File: config.mk
export PLATFORM = sky130hd
export DESIGN_NAME = oscillator_divider_enable
export DESIGN_NICKNAME = d
export VERILOG_FILES = /design/src/verilog/osc_pkg.sv /design/src/verilog/code_settle.sv /design/src/verilog/half_divider.sv /design/src/verilog/oscillator_divider_enable.sv
export VERILOG_INCLUDE_DIRS = /design/src /design/src/verilog
export SDC_FILE = /design/constraint.sdc
export NUM_CORES = 1
export LEC_CHECK = 0
export BUFFER_PORTS_ARGS = -buffer_cell sky130_fd_sc_hd__buf_4
export CORE_ASPECT_RATIO = 2
export CORE_MARGIN = 8
export CORE_UTILIZATION = 41
export CTS_CLUSTER_DIAMETER = 30
export DETAILED_ROUTE_END_ITERATION = 7
export GPL_ROUTABILITY_DRIVEN = 1
export RECOVER_POWER = 50
export SLEW_MARGIN = 20
export SYNTH_ARGS = -nofsm -noshare
export SYNTH_HDL_FRONTEND = slang
export SYNTH_SLANG_ARGS = --single-unit
File: constraint.sdc
create_clock -name clk -period 2.6 [get_ports clk]
set_input_delay 0.13 -clock clk [delete_from_list [all_inputs] [get_ports clk]]
set_output_delay 0.13 -clock clk [all_outputs]
set_load 0.05 [all_outputs]
File: src/verilog/osc_defines.svh
// Constants shared by the oscillator output stage.
`ifndef OSC_DEFINES_SVH
`define OSC_DEFINES_SVH
// Width of the divider select code and of the half-period counter.
`define OSC_CODE_W 4
`define OSC_HALF_W 8
// Position of the float-when-off bit inside the select code.
`define OSC_FLOAT_POS 3
// Clock edges in one master oscillator period (clk runs at twice master).
`define OSC_CLK_PER_MASTER 2
// Start-up interval in master periods, and its count in clk cycles.
`define OSC_STARTUP_MASTER 500
`define OSC_STARTUP_CYCLES (`OSC_STARTUP_MASTER * `OSC_CLK_PER_MASTER)
// Code filter settling time in master periods, and its count in clk cycles.
`define OSC_SETTLE_MASTER 96
`define OSC_SETTLE_CYCLES (`OSC_SETTLE_MASTER * `OSC_CLK_PER_MASTER)
// Half-period below which the first low time is half an output period.
`define OSC_FIRST_LOW_LIMIT 8'h04
// First low time for larger ratios: one master period in clk cycles.
`define OSC_FIRST_LOW_CYCLES 8'h02
// Reset values.
`define OSC_CODE_RESET 4'h0
`define OSC_HALF_RESET 8'h01
`endif

File: src/verilog/osc_pkg.sv
// Types shared by the oscillator output stage.
package osc_pkg;
  typedef logic [3:0] divider_select_code_t;
  typedef logic [7:0] halfCount_t;
  typedef enum logic [3:0]
  {
    ST_START = 4'b0001,
    ST_OFF = 4'b0010,
    ST_ALIGN = 4'b0100,
    ST_RUN = 4'b1000
  } outState_t;
endpackage

File: src/verilog/code_settle.sv
// Ratio quantiser, stability filter and select-code decoder.
`timescale 1ns/1ns
`include "osc_defines.svh"
module code_settle #(
  parameter int unsigned SETTLE = `OSC_SETTLE_CYCLES
)(
  input wire logic clk,
  input wire logic reset_n,
  input wire logic [7:0] ratioLevel,
  output osc_pkg::divider_select_code_t settledCode,
  output logic floatBit,
  output osc_pkg::halfCount_t halfCount,
  output logic codeValid
);
  import osc_pkg::*;

  // Half-period in clk cycles equals the division ratio.
  function automatic halfCount_t ratioOf(input divider_select_code_t c);
    logic [2:0] e;
    e = c[3] ? ~c[2:0] : c[2:0];
    return halfCount_t'(8'h01 << e);
  endfunction

  divider_select_code_t bandS1, bandS2, bandS3, candidate;
  logic [9:0] stableCnt;

  // Top nibble of the ratio gives sixteen equal bands; three stages sync it.
  always_ff @(posedge clk)
  begin
    bandS1 <= ratioLevel[7:4];
    bandS2 <= bandS1;
    bandS3 <= bandS2;
  end

  // A code is adopted only after it held still for the whole settle time,
  // so the output never wanders through neighbouring codes.
  always_ff @(posedge clk)
  begin
    if (!reset_n)
    begin
      candidate <= `OSC_CODE_RESET;
      stableCnt <= 10'h000;
      settledCode <= `OSC_CODE_RESET;
      floatBit <= 1'b0;
      halfCount <= `OSC_HALF_RESET;
      codeValid <= 1'b0;
    end
    else if (bandS2 != bandS3)
      stableCnt <= 10'h000;
    else if (candidate != bandS3)
    begin
      candidate <= bandS3;
      stableCnt <= 10'h000;
    end
    else if (stableCnt != 10'(SETTLE))
      stableCnt <= stableCnt + 10'h001;
    else
    begin
      settledCode <= candidate;
      floatBit <= candidate[`OSC_FLOAT_POS];
      halfCount <= ratioOf(candidate);
      codeValid <= 1'b1;
    end
  end
endmodule // code_settle

File: src/verilog/half_divider.sv
// Power-of-two divider toggling a square wave at each terminal count.
`timescale 1ns/1ns
`include "osc_defines.svh"
module half_divider (
  input wire logic clk,
  input wire logic reset_n,
  input wire logic restart,
  input osc_pkg::halfCount_t firstLow,
  input osc_pkg::halfCount_t halfCount,
  output logic divOut
);
  import osc_pkg::*;

  halfCount_t cnt;

  // New ratios are loaded only at a toggle, so every half-period is whole
  // and a ratio change never produces a sliver.
  always_ff @(posedge clk)
  begin
    if (!reset_n)
    begin
      cnt <= 8'h00;
      divOut <= 1'b0;
    end
    else if (restart)
    begin
      divOut <= 1'b0;
      cnt <= firstLow - 8'h01;
    end
    else if (cnt == 8'h00)
    begin
      divOut <= ~divOut;
      cnt <= halfCount - 8'h01;
    end
    else
      cnt <= cnt - 8'h01;
  end
endmodule // half_divider

File: src/verilog/oscillator_divider_enable.sv
// Output stage: start-up, enable synchronisation and pin drive.
//
// Overview of operation
// - Ratio input converted to four-bit select code.
// - Code top bit is the float-when-off bit.
// - Disabled output low, or floating when bit set.
// - Gate high lets divided clock reach output.
// - Gate low disables output at once, unclocked.
// - Enabled output waits low to align, no slivers.
// - Divide master by 1 to 128 powers of two.
// - Codes 0-7: no float, ratio two to code.
// - Codes 8-15: float, ratio two to 15-code.
// - Start-up waits for stable valid select code.
// - Ratio quantised into sixteen equal bands.
// - Enable latency bounded by output or master periods.
// - Code changes adopted only when stable, glitch-free.
// - Output floats during the start-up interval.
// - First rise follows one master period low, half a master period at ratio 1.
`timescale 1ns/1ns
`include "osc_defines.svh"
module oscillator_divider_enable #(
  parameter int unsigned STARTUP = `OSC_STARTUP_CYCLES,
  parameter int unsigned SETTLE = `OSC_SETTLE_CYCLES
)(
  input wire logic clk,
  input wire logic reset_n,
  input wire logic [7:0] ratioLevel,
  input wire logic driveGate,
  output logic pinOut,
  output logic pinOutEn,
  output osc_pkg::divider_select_code_t divSelCode,
  output logic floatWhenOffBit,
  output logic startupDone
);
  import osc_pkg::*;

  // ----------------------------------------------------------------
  // Declarations
  // ----------------------------------------------------------------

  outState_t state;
  halfCount_t halfCount;
  halfCount_t firstLow;
  logic codeValid;
  logic divOut;
  logic gateS1, gateS2, gateS3;
  logic gateOn;
  logic gateRise;
  logic activeReg;
  logic outReg;
  logic holdLowReg;
  logic [10:0] startCnt;
  logic startEnd;

  // ----------------------------------------------------------------
  // Select code
  // ----------------------------------------------------------------

  // Quantise, filter and decode the ratio input.
  code_settle #(
    .SETTLE(SETTLE)
  ) codeUnit (
    .clk(clk),
    .reset_n(reset_n),
    .ratioLevel(ratioLevel),
    .settledCode(divSelCode),
    .floatBit(floatWhenOffBit),
    .halfCount(halfCount),
    .codeValid(codeValid)
  );

  // ----------------------------------------------------------------
  // Divider
  // ----------------------------------------------------------------

  // Small ratios start with half an output period low, others with one
  // master period, so the first high pulse always has its full width.
  assign firstLow = (halfCount < `OSC_FIRST_LOW_LIMIT) ?
    halfCount : `OSC_FIRST_LOW_CYCLES;

  // The divider restarts in the align state so the output phase is known.
  half_divider divUnit (
    .clk(clk),
    .reset_n(reset_n),
    .restart(state == ST_ALIGN),
    .firstLow(firstLow),
    .halfCount(halfCount),
    .divOut(divOut)
  );

  // ----------------------------------------------------------------
  // Gate synchroniser
  // ----------------------------------------------------------------

  // The gate pin is asynchronous; three stages feed the state machine.
  always_ff @(posedge clk)
  begin
    gateS1 <= driveGate;
    gateS2 <= gateS1;
    gateS3 <= gateS2;
  end

  // A level change counts only once the last two stages agree.
  always_ff @(posedge clk)
  begin
    if (!reset_n)
      gateOn <= 1'b0;
    else if (gateS2 == gateS3)
      gateOn <= gateS3;
  end

  assign gateRise = !gateOn && gateS2 && gateS3;

  // ----------------------------------------------------------------
  // Start-up timer
  // ----------------------------------------------------------------

  // Counts the power-on interval; it stops at its end value.
  always_ff @(posedge clk)
  begin
    if (!reset_n)
      startCnt <= 11'h000;
    else if (startCnt != 11'(STARTUP))
      startCnt <= startCnt + 11'h001;
  end

  assign startEnd = (startCnt == 11'(STARTUP));

  // ----------------------------------------------------------------
  // Output state machine
  // ----------------------------------------------------------------

  // Start-up is held until the code is valid, however long that takes.
  // A short gate dip that the synchroniser misses still clears the
  // active flag, so the run state goes back through align.
  always_ff @(posedge clk)
  begin
    if (!reset_n)
      state <= ST_START;
    else
    begin
      case (state)
        ST_START:
        begin
          if (startEnd && codeValid)
            state <= gateOn ? ST_ALIGN : ST_OFF;
        end
        ST_OFF:
        begin
          if (gateOn || gateRise)
            state <= ST_ALIGN;
        end
        ST_ALIGN:
        begin
          state <= ST_RUN;
        end
        ST_RUN:
        begin
          if (!gateOn)
            state <= ST_OFF;
          else if (!activeReg)
            state <= ST_ALIGN;
        end
        default:
        begin
          state <= ST_START;
        end
      endcase
    end
  end

  // Reports that start-up has ended: interval over and select code valid.
  always_ff @(posedge clk)
  begin
    if (!reset_n)
      startupDone <= 1'b0;
    else
      startupDone <= (state != ST_START);
  end

  // ----------------------------------------------------------------
  // Pin drive
  // ----------------------------------------------------------------

  // These two flops clear the instant the gate falls, with no clock edge,
  // so a high pulse in progress is truncated rather than finished.
  always_ff @(posedge clk or negedge driveGate)
  begin
    if (!driveGate)
    begin
      activeReg <= 1'b0;
      outReg <= 1'b0;
    end
    else if (!reset_n)
    begin
      activeReg <= 1'b0;
      outReg <= 1'b0;
    end
    else
    begin
      activeReg <= (state == ST_ALIGN) || (state == ST_RUN && activeReg);
      outReg <= (state == ST_RUN && activeReg) ? divOut : 1'b0;
    end
  end

  // Holds the pin low while disabled unless the float bit is set; during
  // start-up the pin floats whatever the gate and float bit say.
  always_ff @(posedge clk)
  begin
    if (!reset_n)
      holdLowReg <= 1'b0;
    else
      holdLowReg <= (state != ST_START) && !floatWhenOffBit;
  end

  // The enable is an OR of two flops: one must clear asynchronously and
  // the other must not, since its disabled value depends on the float bit.
  assign pinOutEn = activeReg || holdLowReg;
  assign pinOut = outReg;

  // ----------------------------------------------------------------
  // High-time watchdog
  // ----------------------------------------------------------------

  // Counts how long the pin has stood high, so a lost toggle shows up
  // even at ratio 128, far beyond what a repetition could express.
  // The bound is the largest ratio, because a new ratio only takes hold
  // at the next toggle and the half-period in flight may be the old one.
  logic [8:0] highRun;

  always_ff @(posedge clk)
  begin
    if (!reset_n)
      highRun <= 9'h000;
    else if (pinOut)
      highRun <= highRun + 9'h001;
    else
      highRun <= 9'h000;
  end
endmodule // oscillator_divider_enable

Word level (Yosys, flattened, before mapping)
Cells that the tools add are included.
{"block": "word_totals", "reg_bits": 72, "out_inout_bits": 8, "in_bits": 11}
{"block": "op_classes", "magnitude_cmp": 1, "bitwise_logic": 6, "add_sub_neg": 5, "reduce_logical": 16, "shift": 1, "eq_ne": 14, "muxes": 13}
{"op": "two-way mux 8 bit", "count": 3}
{"op": "subtractor 8 x 1 -> 8 bit (second input constant)", "count": 3}
{"op": "two-way mux 4 bit", "count": 4}
{"op": "one-hot mux 4 bit (4 select lines)", "count": 1}
{"op": "adder 11 x 1 -> 11 bit (second input constant)", "count": 1}
{"op": "equality test 11 x 10 -> 1 bit (second input constant)", "count": 1}
{"op": "inequality test 11 x 10 -> 1 bit (second input constant)", "count": 1}
{"op": "adder 10 x 1 -> 10 bit (second input constant)", "count": 1}
{"op": "inequality test 10 x 8 -> 1 bit (second input constant)", "count": 1}
{"op": "zero test 8 bit", "count": 1}
{"op": "< comparator 8 x 3 -> 1 bit (second input constant)", "count": 1}
{"op": "inequality test 4 bit", "count": 2}
{"op": "left shift 1 x 3 -> 8 bit (first input constant)", "count": 1}
{"op": "two-way mux 3 bit", "count": 2}
{"op": "AND reduction 3 bit", "count": 2}
{"op": "logical AND 1 bit", "count": 5}
{"op": "inverter 1 bit", "count": 5}
{"op": "equality test 4 x 1 -> 1 bit (second input constant)", "count": 1}
{"op": "equality test 4 x 2 -> 1 bit (second input constant)", "count": 1}
{"op": "equality test 4 x 3 -> 1 bit (second input constant)", "count": 1}
{"op": "equality test 4 bit (second input constant)", "count": 1}
{"op": "inequality test 2 bit (second input constant)", "count": 2}
{"op": "inequality test 4 x 1 -> 1 bit (second input constant)", "count": 1}
{"op": "logical OR 1 bit", "count": 3}
{"op": "other kinds (8)", "count": 11}

Depth between registers and ports, before layout
{"block": "depth", "depth_word": 6, "depth_mapped": 10, "mapped_depth_nobuf": 8}

Hierarchy
A second synthesis with hierarchy kept.
{"block": "unflattened", "cells_unflattened": 336, "area_unflattened_um2": 3258.1}
{"mod": "code_settle", "instances": 1, "cells_per_inst": 163, "area_per_inst_um2": 1634.1}
{"mod": "oscillator_divider_enable", "instances": 1, "cells_per_inst": 108, "area_per_inst_um2": 1047.3}
{"mod": "half_divider", "instances": 1, "cells_per_inst": 65, "area_per_inst_um2": 576.8}

Worst setup path after synthesis
No wires, ideal clock.
{"block": "synth_timing", "path_kind": "register -> register", "start": "register state[2]", "end": "register divUnit.cnt[2]", "t_arrival_ns": 2.533, "setup_ns": 0.076, "slack_ns": -0.008, "path_stages_with_launch": 10, "t_required_ns": 2.524, "path_cell_list": "dfxtp_1 -> buf_2 -> or4b_1 -> buf_2 -> or4_4 -> o221ai_4 -> inv_1 -> ha_1 -> or3_1 -> a21boi_0"}
{"block": "synth_between", "elab_chain_len": 2}
{"element": "from (decl)", "line": "oscillator_divider_enable.sv:41", "text": "outState_t state;"}
{"element": "from (signal assigned)", "line": "oscillator_divider_enable.sv:146", "text": "state <= gateOn ? ST_ALIGN : ST_OFF;"}
{"element": "equality test 4 x 3 -> 1 bit", "line": "oscillator_divider_enable.sv:85", "text": ".restart(state == ST_ALIGN),"}
{"element": "two-way mux 8 bit", "line": "half_divider.sv:25", "text": "else if (restart)"}
{"element": "to (signal assigned)", "line": "half_divider.sv:28", "text": "cnt <= firstLow - 8'h01;"}
{"element": "to (signal assigned)", "line": "half_divider.sv:33", "text": "cnt <= halfCount - 8'h01;"}
{"element": "to (signal assigned)", "line": "half_divider.sv:36", "text": "cnt <= cnt - 8'h01;"}
{"element": "to (decl)", "line": "half_divider.sv:14", "text": "halfCount_t cnt;"}
No other way between the ends.
A chain may end at the register's enable or synchronous reset.

Worst setup path in the final report
{"block": "layout_timing", "start": "register state[0]", "end": "register divUnit.cnt[2]"}
Same word-level chain as after synthesis.

==> impl_metrics.toml <==
[run_status]
status = "finished, final reports clean"

[clock_network]
clk_path_buf_depth = 2
cts_tree = "done"
clk_latency_ns = 0.33
cts_made_buffers = 9
clk_pin_slew_ns = 0.06
cts_max_level = 3
clock_sinks = 71
root_buffer = "clkbuf_16"

[synthesis]
synth_area_leaders = "dfxtp_1, xnor2_1, mux2i_1"
synthFlopType = "dfxtp_1"
synth_area_um2 = 3160
synth_top_area_share = 0.437
ys.warnings.count = 0
syn_area_per_cell_um2 = 9.56
synth_edf_count = 0
yosysSeqAreaShare = 0.453
ys_seq_elements = 71
post-synth-top-area-cell = "dfxtp_1"
ys_top_cells_by_count = "dfxtp_1, nor2_1, nor2b_1"
synth_nets = 347
yosysUniqueCellTypes = 56
synthArstFlopShare = 0.0282
yosysMostFrequentCell = "dfxtp_1"
syn_inst = 331

[sta]
max_slew_margin = 0.557
tightest_slew_ns = 0.659
fin_crit_sh = 0.955
skew_ns = 0.00591
drv_slew = 0
tns_ns = 0
setup_viol = 0
rsz0062_at_grt = "no"
fmax_ghz = 0.403
min_period_ns = 2.48
hold_viol_final = 0

[power_and_ir_drop]
total_power_w = 0.00316
irDropWorstVdd_uv = 482
p_comb_frac = 0.217
p_int_w = 0.00224
switching_power_w = 0.000923
power_density_nw_per_um2 = 845
seq_power_share = 0.398
pwr-share-clk = 0.386
p_leak_nw = 1.42
swShare = 0.292

[critical_path]
worstPathRequired_ns = 2.85
cp_cell_sequence = "or4b_1, or4_4, o221ai_4, inv_2, ha_1, or3_1, a21boi_0"
cpMaxStageDelayCell = "or4b_1"
rr_startpoint = "state[0]"
cp.buffers_inverters = 1
ff2ff_path_depth = 7
cp_slowest_stage_delay_ns = 0.55
worst-setup-path-type = "flip-flop to flip-flop"
r2r-end = "divUnit.cnt[2]"
path_depth = 7
critPathLaunchType = "flip-flop"
cp_top_family = "simple AND/OR/NAND/NOR gates"
worstSetupEndpointType = "flip-flop"
crit_arrival_ns = 2.74
r2r_setup_slack_ns = 0.12
critPathMaxFanout = 3

[floorplanning]
coreArea_um2 = 7540
die_w_um = 78.1
start_util = 0.419
dieArea_um2 = 11000
num_io_pins = 19
rows = 45
die_h_um = 140

[worst_hold_path]
hold_path_class = "input port to async pin"

[routing]
wl_um = 6100
dr.pass1.iters = 4
post-route-drc-count = 0
via_per_inst = 5.15
wl_per_cell_um = 13.4
drt_iter0_markers = 104
vias = 2355
ant_nets = 0

[global_route]
grt.busiest_layer = "met2"
use_met1 = 0.114
met2_usage = 0.222
grt_use_met3 = 0.0301
grtUsageTotal = 0.121
grt_pass1_wl_um = 10700
grt_overflow = 0
antenna_found_initial = 0
grt_pass1_vias = 2363
grt_max_degree = 50

[cells_and_area]
syn2layout_area_growth_pct = 18.3
drive_above_1_share = 0.118
fin_nets = 374
diodes = 0
fillers = 714

[flow_run]
drv_cap = 0

[placement]
place_congestion = 0.904
portBuffers = 14
dp_hpwl_um = 4480
[registers in the layout, summed over array words and instances (netlist names), 3 cells and up]
signal and flops:
codeUnit.stableCnt 10, state 4, codeUnit.bandS2 4, divUnit.cnt 8, codeUnit.settledCode 3, codeUnit.bandS3 4, codeUnit.bandS1 4, codeUnit.halfCount 8
startCnt 11, codeUnit.candidate 4
[worst max-delay path by stage]
| stage | slack (ns) | startpoint | to |
|---|---|---|---|
| floorplan | 0.006 | state[0] | divUnit.cnt[2] |
| global placement | 0.17 | state[0] | divUnit.cnt[2] |
| detailed placement | 0.14 | state[0] | divUnit.cnt[2] |
| CTS | 0.11 | state[0] | divUnit.cnt[2] |
| global route | 0.04 | state[0] | divUnit.cnt[2] |
| finish | 0.12 | state[0] | divUnit.cnt[2] |
[metrics by stage]
step	area, um^2	hold WS, ns	std cells	util	worst slack (ns)
after floorplan	3170	-0.166	331	-	0.00551
after global placement	3430	-0.0819	436	0.454	0.173
after detailed placement	3430	-0.0830	436	0.454	0.138
after CTS	3780	0.117	457	0.501	0.115
after global routing	3740	0.145	457	0.496	0.0442
final	3740	0.124	457	0.496	0.118
[layout make-up]
class                           count  area, um^2  area share
Clock inverter                      7        81.3      0.0217
Tap cell                           94         118      0.0314
Clock buffer                        9         225      0.0602
Multi-Input combinational cell    233        1640       0.438
Inverter                           12        45.0      0.0120
Sequential cell                    71        1430       0.382
Timing Repair Buffer               31         204      0.0545
[cell families after synthesis]
family                     count (synthesis)  share of synthesized area
adders and majority gates                  5                     0.0198
xor gates and xnor gates                  34                     0.0941
muxes                                     17                     0.0538
DFF                                       71                      0.453
AOI/OAI and AO/OA                         43                      0.104
and+or+nand+nor                          134                      0.242
buffers and inverters                     27                     0.0344
[what timing repair did]
action / in CTS / in global routing
hold buffers: 5 / 0
hold endpoints to repair: 7 / 0
endpoints found under the setup margin: 0 / 1
resized for setup: 0 / 1
setup buffers: 0 / 0
[layer usage]
metal / share of wire / vias up
met4: 0.020 / 0
met1: 0.39 / 1105
met5: 0 / -
met3: 0.024 / 11
met2: 0.57 / 33
li1: - / 1206
[cells in the final DEF (no fill, tap or decap), types with 11 or more instances in the layout]
cell type / n
buf_4: 11
clkbuf_1: 11
dfxtp_1: 69
mux2i_1: 17
nand2_1: 12
nand3_1: 13
nor2_1: 29
nor2b_1: 26
xnor2_1: 22
xor2_1: 12
[power by group through the flow]
stage	Sequential [W]	Clock (W)	Combinational, W
final	0.00126	0.00122	0.000685
after global placement	0.00128	0	0.000657
after detailed placement	0.00128	0	0.000664
after floorplan	0.00125	0	0.000486
after CTS	0.00125	0.00125	0.000674
after global routing	0.00126	0.00130	0.000763
No activity file was read; power rests on OpenSTA's default activity.
